$ cat src/hw/pfr_acl_regs.vh
// constants of the packet filter rule staging window: offsets, fields, resets
// assumes a byte-wide register port whose address is the low 12 bits of 0xN6xx
`ifndef PFR_RULE_WINDOW_REGS_VH
`define PFR_RULE_WINDOW_REGS_VH

`define PFR_ADDR_W          12
`define PFR_OFS_MAC3        12'h604
`define PFR_OFS_MAC2        12'h605
`define PFR_OFS_MAC1        12'h606
`define PFR_OFS_MAC0        12'h607
`define PFR_OFS_ETYPE_HI    12'h608
`define PFR_OFS_ETYPE_LO    12'h609
`define PFR_OFS_PRIO_ACT    12'h60A
`define PFR_OFS_REMARK_MAP  12'h60B
`define PFR_OFS_RSVD_C      12'h60C
`define PFR_OFS_FWD_MAP     12'h60D
`define PFR_OFS_RULESET_HI  12'h60E
`define PFR_OFS_RULESET_LO  12'h60F
`define PFR_OFS_SEL_HIGH    12'h610
`define PFR_OFS_SEL_LOW     12'h611
`define PFR_OFS_ACC_CTRL    12'h612

`define PFR_STAGE_FIRST     4
`define PFR_STAGE_LAST      15
`define PFR_STAGE_NUM       12
`define PFR_SEL_TOP         15
`define PFR_BYTE_RESET      8'h00

`define PFR_CTRL_WR_DONE    6
`define PFR_CTRL_RD_DONE    5
`define PFR_CTRL_DIR        4
`define PFR_CTRL_IDX_HI     3
`define PFR_CTRL_IDX_LO     0
`define PFR_IDX_W           4
`define PFR_ENTRIES         16

`define PFR_PRIO_MODE_HI    7
`define PFR_PRIO_MODE_LO    6
`define PFR_PRIO_HI         5
`define PFR_PRIO_LO         3
`define PFR_REMARK_EN_BIT   2
`define PFR_RMK_HI_HI       1
`define PFR_RMK_HI_LO       0
`define PFR_RMK_LSB_BIT     7
`define PFR_MAP_MODE_HI     6
`define PFR_MAP_MODE_LO     5
`define PFR_FWD_HI          6
`define PFR_FWD_LO          0

`endif

$ cat src/hw/pfr_access_window.v
// staging register window for indirect access to one port's filter rule table
// assumes a synchronous byte register port; the port number is decoded outside
`timescale 1ns/1ps
`default_nettype none
`include "pfr_acl_regs.vh"
module pfr_access_window #(
    parameter ENTRIES = `PFR_ENTRIES,
    parameter IDX_W   = `PFR_IDX_W
) (
    // clock and reset
    input  wire                      core_clk,
    input  wire                      arst_n,
    // register port
    input  wire [`PFR_ADDR_W-1:0]    reg_addr,
    input  wire                      reg_wr,
    input  wire [7:0]                reg_wdata,
    input  wire                      reg_rd,
    output reg  [7:0]                reg_rdata_r,
    output reg                       reg_rvalid_r,
    // transfer status
    output reg                       xfer_busy_r,
    output reg                       xfer_done_r
);
    localparam NB       = `PFR_STAGE_NUM;
    localparam ST_IDLE  = 3'b001;
    localparam ST_RUN   = 3'b010;
    localparam ST_FIN   = 3'b100;

    reg  [2:0]          state_r;
    reg  [2:0]          state_nxt;
    reg  [8*NB-1:0]     stage_r;
    reg  [7:0]          sel_high_r;
    reg  [7:0]          sel_low_r;
    reg  [IDX_W-1:0]    idx_r;
    reg                 dir_wr_r;
    reg                 rd_done_r;
    reg                 wr_done_r;
    reg  [IDX_W-1:0]    xfer_idx_r;
    reg                 xfer_wr_r;
    reg  [NB-1:0]       xfer_mask_r;
    wire [8*NB-1:0]     tbl_rdata;
    wire                start;
    wire [15:0]         sel_next;
    wire [NB-1:0]       mask_next;
    wire                tbl_wr;
    wire                tbl_rd;

    // a start is only taken when idle; a second trigger while busy is dropped
    assign start    = reg_wr && reg_addr == `PFR_OFS_SEL_LOW && state_r == ST_IDLE;
    // select bits run opposite to staging order: bit k of {high,low} picks byte 15-k
    assign sel_next = {sel_high_r, reg_wdata};

    genvar b;
    generate
        for (b = 0; b < NB; b = b + 1) begin : g_mask
            assign mask_next[b] = sel_next[`PFR_SEL_TOP - (b + `PFR_STAGE_FIRST)];
        end
    endgenerate

    assign tbl_wr = state_r == ST_RUN && xfer_wr_r;
    assign tbl_rd = state_r == ST_RUN && !xfer_wr_r;

    pfr_rule_table #(
        .ENTRIES (ENTRIES),
        .IDX_W   (IDX_W),
        .NBYTES  (NB)
    ) u_table (
        .core_clk (core_clk),
        .arst_n   (arst_n),
        .idx      (xfer_idx_r),
        .wr_en    (tbl_wr),
        .wr_mask  (xfer_mask_r),
        .wr_data  (stage_r),
        .rd_en    (tbl_rd),
        .rd_data  (tbl_rdata)
    );

    // transfer sequencer
    always @* begin
        state_nxt = state_r;
        case (state_r)
            ST_IDLE: begin
                if (start) begin
                    state_nxt = ST_RUN;
                end
            end
            ST_RUN: begin
                state_nxt = ST_FIN;
            end
            ST_FIN: begin
                state_nxt = ST_IDLE;
            end
            default: begin
                state_nxt = ST_IDLE;
            end
        endcase
    end

    always @(posedge core_clk or negedge arst_n) begin
        if (!arst_n) begin
            state_r     <= ST_IDLE;
            xfer_idx_r  <= {IDX_W{1'b0}};
            xfer_wr_r   <= 1'b0;
            xfer_mask_r <= {NB{1'b0}};
            xfer_busy_r <= 1'b0;
            xfer_done_r <= 1'b0;
        end else begin
            state_r     <= state_nxt;
            xfer_done_r <= state_r == ST_FIN;
            xfer_busy_r <= state_nxt != ST_IDLE;
            if (start) begin
                // entry and direction come from the control register as set beforehand
                xfer_idx_r  <= idx_r;
                xfer_wr_r   <= dir_wr_r;
                xfer_mask_r <= mask_next;
            end
        end
    end

    // completion flags: only the started direction's flag clears on start, both set when the sequencer finishes
    always @(posedge core_clk or negedge arst_n) begin
        if (!arst_n) begin
            rd_done_r <= 1'b1;
            wr_done_r <= 1'b1;
        end else if (start) begin
            rd_done_r <= dir_wr_r ? rd_done_r : 1'b0;
            wr_done_r <= dir_wr_r ? 1'b0 : wr_done_r;
        end else if (state_r == ST_FIN) begin
            rd_done_r <= 1'b1;
            wr_done_r <= 1'b1;
        end
    end

    // select and control registers; index and direction are frozen while busy
    always @(posedge core_clk or negedge arst_n) begin
        if (!arst_n) begin
            sel_high_r <= `PFR_BYTE_RESET;
            sel_low_r  <= `PFR_BYTE_RESET;
            idx_r      <= {IDX_W{1'b0}};
            dir_wr_r   <= 1'b0;
        end else if (reg_wr && state_r == ST_IDLE) begin
            case (reg_addr)
                `PFR_OFS_SEL_HIGH: begin
                    sel_high_r <= reg_wdata;
                end
                `PFR_OFS_SEL_LOW: begin
                    sel_low_r <= reg_wdata;
                end
                `PFR_OFS_ACC_CTRL: begin
                    idx_r    <= reg_wdata[`PFR_CTRL_IDX_HI:`PFR_CTRL_IDX_LO];
                    dir_wr_r <= reg_wdata[`PFR_CTRL_DIR];
                end
                default: begin
                    sel_high_r <= sel_high_r;
                end
            endcase
        end
    end

    // staging bytes: software writes, or the table loads selected bytes after a read.
    // software writes during a transfer are dropped so the entry sees a stable image
    generate
        for (b = 0; b < NB; b = b + 1) begin : g_stage
            always @(posedge core_clk or negedge arst_n) begin
                if (!arst_n) begin
                    stage_r[8*b +: 8] <= `PFR_BYTE_RESET;
                end else if (state_r == ST_FIN && !xfer_wr_r && xfer_mask_r[b]) begin
                    stage_r[8*b +: 8] <= tbl_rdata[8*b +: 8];
                end else if (reg_wr && state_r == ST_IDLE &&
                             reg_addr == `PFR_OFS_MAC3 + b) begin
                    stage_r[8*b +: 8] <= reg_wdata;
                end
            end
        end
    endgenerate

    // byte position of a staging offset inside the packed stage vector
    function [7:0] stage_byte;
        input [8*NB-1:0]         vec;
        input [`PFR_ADDR_W-1:0]  ofs;
        reg   [`PFR_ADDR_W-1:0]  rel;
        begin
            rel        = ofs - `PFR_OFS_MAC3;
            stage_byte = vec[8*rel[3:0] +: 8];
        end
    endfunction

    // read port: one cycle after the strobe; unmapped offsets read as zero.
    // byte A carries mode 7:6, priority 5:3, remark enable 2, remark[2:1] in 1:0;
    // byte B carries remark[0] in 7 and map mode 6:5; byte D carries the port map
    always @(posedge core_clk or negedge arst_n) begin
        if (!arst_n) begin
            reg_rdata_r  <= `PFR_BYTE_RESET;
            reg_rvalid_r <= 1'b0;
        end else begin
            reg_rvalid_r <= reg_rd;
            if (reg_rd) begin
                case (reg_addr)
                    `PFR_OFS_MAC3, `PFR_OFS_MAC2, `PFR_OFS_MAC1, `PFR_OFS_MAC0: begin
                        reg_rdata_r <= stage_byte(stage_r, reg_addr);
                    end
                    `PFR_OFS_ETYPE_HI, `PFR_OFS_ETYPE_LO: begin
                        reg_rdata_r <= stage_byte(stage_r, reg_addr);
                    end
                    `PFR_OFS_PRIO_ACT: begin
                        reg_rdata_r <= stage_byte(stage_r, reg_addr);
                    end
                    `PFR_OFS_REMARK_MAP: begin
                        reg_rdata_r <= stage_byte(stage_r, reg_addr);
                    end
                    `PFR_OFS_RSVD_C: begin
                        reg_rdata_r <= stage_byte(stage_r, reg_addr);
                    end
                    `PFR_OFS_FWD_MAP: begin
                        reg_rdata_r <= stage_byte(stage_r, reg_addr);
                    end
                    `PFR_OFS_RULESET_HI, `PFR_OFS_RULESET_LO: begin
                        reg_rdata_r <= stage_byte(stage_r, reg_addr);
                    end
                    `PFR_OFS_SEL_HIGH: begin
                        reg_rdata_r <= sel_high_r;
                    end
                    `PFR_OFS_SEL_LOW: begin
                        reg_rdata_r <= sel_low_r;
                    end
                    `PFR_OFS_ACC_CTRL: begin
                        reg_rdata_r <= {1'b0, wr_done_r, rd_done_r, dir_wr_r, idx_r};
                    end
                    default: begin
                        reg_rdata_r <= `PFR_BYTE_RESET;
                    end
                endcase
            end
        end
    end
endmodule
`default_nettype wire

$ cat src/hw/pfr_rule_table.v
// byte-maskable storage of the packet filter rule entries
// assumes the caller holds index, mask and data stable during the access cycle
`timescale 1ns/1ps
`default_nettype none
module pfr_rule_table #(
    parameter ENTRIES = 16,
    parameter IDX_W   = 4,
    parameter NBYTES  = 12
) (
    // clock and reset
    input  wire                  core_clk,
    input  wire                  arst_n,
    // access port
    input  wire [IDX_W-1:0]      idx,
    input  wire                  wr_en,
    input  wire [NBYTES-1:0]     wr_mask,
    input  wire [8*NBYTES-1:0]   wr_data,
    input  wire                  rd_en,
    output reg  [8*NBYTES-1:0]   rd_data
);
    reg [8*NBYTES-1:0] entry_r [0:ENTRIES-1];

    genvar e;
    genvar b;
    generate
        for (e = 0; e < ENTRIES; e = e + 1) begin : g_entry
            for (b = 0; b < NBYTES; b = b + 1) begin : g_byte
                always @(posedge core_clk or negedge arst_n) begin
                    if (!arst_n) begin
                        entry_r[e][8*b +: 8] <= 8'h00;
                    end else if (wr_en && wr_mask[b] && idx == e) begin
                        entry_r[e][8*b +: 8] <= wr_data[8*b +: 8];
                    end
                end
            end
        end
    endgenerate

    always @(posedge core_clk or negedge arst_n) begin
        if (!arst_n) begin
            rd_data <= {8*NBYTES{1'b0}};
        end else if (rd_en) begin
            rd_data <= entry_r[idx];
        end
    end
endmodule
`default_nettype wire

$ cat config.mk
export PLATFORM = sky130hd
export DESIGN_NAME = pfr_access_window
export DESIGN_NICKNAME = d
export VERILOG_FILES = /design/src/hw/pfr_access_window.v /design/src/hw/pfr_rule_table.v
export VERILOG_INCLUDE_DIRS = /design/src /design/src/hw
export SDC_FILE = /design/constraint.sdc
export NUM_CORES = 2
export LEC_CHECK = 0
export BUFFER_PORTS_ARGS = -buffer_cell sky130_fd_sc_hd__buf_4
export CAP_MARGIN = 15
export CELL_PAD_IN_SITES_DETAIL_PLACEMENT = 1
export CELL_PAD_IN_SITES_GLOBAL_PLACEMENT = 1
export CORE_MARGIN = 2
export CORE_UTILIZATION = 52
export CTS_BUF_LIST = sky130_fd_sc_hd__clkbuf_4
export CTS_CLUSTER_DIAMETER = 200
export CTS_CLUSTER_SIZE = 8
export DETAILED_ROUTE_END_ITERATION = 8
export GPL_TIMING_DRIVEN = 0
export PLACE_DENSITY = 0.78
export SLEW_MARGIN = 20
export SYNTH_ARGS = -nofsm -noshare
export SYNTH_HDL_FRONTEND = slang
export SYNTH_SLANG_ARGS = --single-unit
$ cat constraint.sdc
create_clock -name core_clk -period 4.3 [get_ports core_clk]
set_clock_uncertainty 0.15 [all_clocks]
set_input_delay 0.215 -clock core_clk [delete_from_list [all_inputs] [get_ports core_clk]]
set_output_delay 0.215 -clock core_clk [all_outputs]
set_load 0.005 [all_outputs]
==> metrics <==
post-detailed-route DRC marker count 0; largest net degree at the start of global routing roughly 150; Max Fclk ~240 MHz; Crit path arrival time ~5.2 ns; library cell used as clock root buffer sky130_fd_sc_hd__clkbuf_4; number of buffers on the longest clock path 3; critical path's top delay family simple AND/OR/NAND/NOR gates; reported leakage power approximately 43 nW; largest driver fanout on the critical path 10; clock latency of the later-clocked register in the worst-skew pair roughly 1.3 ns; required arrival time at the worst endpoint between 5 and 6 ns; crit path max-delay cell type sky130_fd_sc_hd__nor2_1; P per Cell Area about 300 mW/mm2; #FFs+latches synth roughly 1.8k; Die W ~400 um; overflow left after global routing 0; sum of buffers and inverters on the critical path 2; clock tree from TritonCTS done; final hold vios 0; # Max-Cap Violations 0; synthesized net count 5221; share of final-layout standard cells stronger than drive strength 1 43.4%; final-stage net count roughly 5.6k; number of nets still failing antenna checks after routing 0; slew at the pin with the worst max-slew slack around 1.2 ns; average detailed-routed wire length per instance ~30 um; number of max-slew violations in the final report 0; first-pass iteration count of the detailed router 6; routed vias about 48k; TritonCTS sink count between 1.5k and 2k; GP Congestion 0.898; Setup crit start kind flip-flop; leading post-synthesis cells by cell area sky130_fd_sc_hd__dfrtp_1 56%, sky130_fd_sc_hd__mux2_2 20%, sky130_fd_sc_hd__mux4_2 11%; portion of the clock cycle consumed by the worst path in the final layout between 90 and 100%; run status finished, final reports clean; Global Route Usage Sum between 20% and 30%; worst hold slack 0.159 ns; area of the mapped netlist 0.0802 mm2; wire length of the first global-routing pass ~350 mm; core outline area between 0.15 and 0.2 mm2; Syn-to-layout area delta 7.75%; io pins 35; worst voltage drop across the vdd grid between 0.2 and 0.3 mV; number of core rows 144; dominant synthesized flop cell sky130_fd_sc_hd__dfrtp_1; Routed Wire Length 232 mm; cell types with the highest counts after synthesis 1779 x sky130_fd_sc_hd__dfrtp_1, 1452 x sky130_fd_sc_hd__mux2_2, 407 x sky130_fd_sc_hd__mux4_2; Worst Setup Path Type flip-flop to flip-flop; port buffer count 33; clk slew on worst S/H paths 0.10 ns; DR iter-0 viols approximately 4.0k; share of the core filled with cells 56.3%; cell-by-cell listing of the critical path clkbuf_1 > nand2b_1 > nor2_1 > buf_2 > nand2_1 > mux2_2; via density per instance between 6 and 7; fin crit period approximately 4.2 ns; full die area about 0.16 mm2; setup repair after global routing missed its margin no; number of H-tree levels 4; number of filler instances in the final layout ~14k; number of flops mapped to enable cells by yosys 0; most common cell in the synthesized netlist sky130_fd_sc_hd__dfrtp_1; total clock buffers created by CTS between 200 and 250; count of yosys warnings during synthesis 0; antenna violations before repair 15; initial standard-cell utilization of the core 52.2%; relative max-transition margin a little over a fifth; library cells used by synthesis 50; Hold Crit Class input port to flip-flop; register area share after synthesis a little under three fifths; Avg Inst Size Synth between 15 and 20 um2; CP endpoint kind flip-flop; setup TNS 0 ns; die outline height between 300 and 400 um; count of final setup violators 0; share of async-settable or async-resettable flops after synthesis 100%; via count of the first global-routing pass 52.5k; Syn Inst Count a little over 5k; post-CTS setup repair buffer count 0; share of Yosys cell area claimed by the top area cell type between 50% and 60%; total half-perimeter wirelength after legalization and detailed placement 163 mm; Yosys top cell by area sky130_fd_sc_hd__dfrtp_1; critical path's largest stage delay roughly 0.95 ns
==> worst reg2reg max path, stage by stage, from the launching register on <==
cell and delay (ns):
sky130_fd_sc_hd__dfrtp_1 0.33, sky130_fd_sc_hd__clkbuf_1 0.50, sky130_fd_sc_hd__nand2b_1 0.25, sky130_fd_sc_hd__nor2_1 0.95, sky130_fd_sc_hd__buf_2 0.80, sky130_fd_sc_hd__nand2_1 0.60, sky130_fd_sc_hd__mux2_2 0.44
==> cell type report <==
class	instances	area, um2	share of cell area, %
tap	2044	2560	2.96
buffer	353	1570	1.82
antenna	14	35.0	0.0406
clock inverter	10	178	0.206
multi-input combinational	3053	34000	39.4
clock buffer	269	2020	2.34
inverter	5	18.8	0.0217
sequential	1782	44600	51.6
timing repair buffer	108	1400	1.62
==> cells by family (layout without fill, tap and decap cells) <==
kind of cell	after synthesis	in the layout	synth area share [%]
muxes	2261	2261	37.0
other	0	14	0
DFF	1782	1782	55.6
buffers and inverters	358	745	1.96
adders and majority gates	4	4	0.0624
and+or+nand+nor	477	477	2.83
AOI/OAI and AO/OA	311	311	2.48
==> power breakdown <==
group | total, mW | internal, mW | switching (mW)
clock network | 8.85 | 3.13 | 5.71
logic | 0.585 | 0.119 | 0.467
registers | 16.8 | 16.7 | 0.0140
total | 26.2 | 20.0 | 6.20
==> flip-flops by register name (all words and copies together), names as in the netlist, 3 cells and up <==
name             count
idx_r                4
reg_rdata_r          8
sel_high_r           8
sel_low_r            8
stage_r             96
state_r              3
u_table.entry_r   1536
u_table.rd_data     96
xfer_idx_r           4
xfer_mask_r         12
==> per-stage QoR <==
step                      area [um2]  std cells  total power [mW]  worst slack [ns]
after floorplan                80200       5193              17.2              1.80
after global placement         83000       7270              17.6            -18.87
after detailed placement       83600       7292              17.7             0.249
after CTS                      86300       7623              26.4             0.245
after global routing           86400       7636              27.1            0.0833
final                          86400       7638              26.2             0.113
==> metal layers <==
layer / GRT usage [%] / vias up / wire, um
li1: - / 20033 / -
met1: 42.0 / 26606 / 101000
met2: 46.7 / 1406 / 109000
met3: 5.81 / 438 / 13500
met4: 10.6 / 6 / 8190
met5: 0 / - / 34
==> placed cells by master, fill, tap and decap left out, types with 6 or more instances in the layout <==
| cell type | netlist | final |
|---|---|---|
| sky130_fd_sc_hd__dfrtp_1 | 1779 | 1779 |
| sky130_fd_sc_hd__mux2_2 | 1452 | 1452 |
| sky130_fd_sc_hd__mux4_2 | 407 | 407 |
| sky130_fd_sc_hd__mux2i_1 | 290 | 290 |
| sky130_fd_sc_hd__clkbuf_4 | 0 | 269 |
| sky130_fd_sc_hd__nand2_1 | 212 | 212 |
| sky130_fd_sc_hd__clkbuf_1 | 176 | 168 |
| sky130_fd_sc_hd__buf_2 | 118 | 119 |
| sky130_fd_sc_hd__mux2_1 | 112 | 112 |
| sky130_fd_sc_hd__nor2_1 | 106 | 106 |
| sky130_fd_sc_hd__a21oi_1 | 98 | 98 |
| sky130_fd_sc_hd__a21o_1 | 97 | 97 |
| sky130_fd_sc_hd__o22ai_1 | 96 | 96 |
| sky130_fd_sc_hd__nand2_2 | 71 | 71 |
| sky130_fd_sc_hd__dlygate4sd3_1 | 0 | 51 |
| sky130_fd_sc_hd__buf_4 | 10 | 43 |
| sky130_fd_sc_hd__buf_1 | 43 | 41 |
| sky130_fd_sc_hd__buf_16 | 0 | 21 |
| sky130_fd_sc_hd__nand3_1 | 15 | 15 |
| sky130_fd_sc_hd__diode_2 | 0 | 14 |
| sky130_fd_sc_hd__nand4_1 | 13 | 13 |
| sky130_fd_sc_hd__and2_1 | 12 | 12 |
| sky130_fd_sc_hd__clkbuf_2 | 0 | 9 |
| sky130_fd_sc_hd__nor4bb_1 | 8 | 8 |
| sky130_fd_sc_hd__a221oi_1 | 7 | 7 |
| sky130_fd_sc_hd__a32oi_1 | 7 | 7 |
| sky130_fd_sc_hd__buf_6 | 6 | 6 |
==> worst paths after layout <==
path,startpoint,end,slack (ns),cells after the start
max,xfer_idx_r[2],u_table.entry_r[871],0.11,6
min reg2reg,u_table.rd_data[18],u_table.rd_data[18],0.33,1
max in group asynchronous,arst_n,u_table.entry_r[133],0.48,10
max reg2reg,xfer_idx_r[2],u_table.entry_r[871],0.11,6
min,reg_addr[6],reg_rdata_r[2],0.16,6
min in group asynchronous,arst_n,u_table.entry_r[950],0.41,5
==> timing repair <==
| action | in CTS | in global routing |
|---|---|---|
| hold endpoints to repair | 817 | 0 |
| setup endpoints to repair | 0 | 100 |
| resized for setup | 0 | 0 |
| hold buffers | 52 | 0 |
No activity file was read; power rests on OpenSTA's default activity.
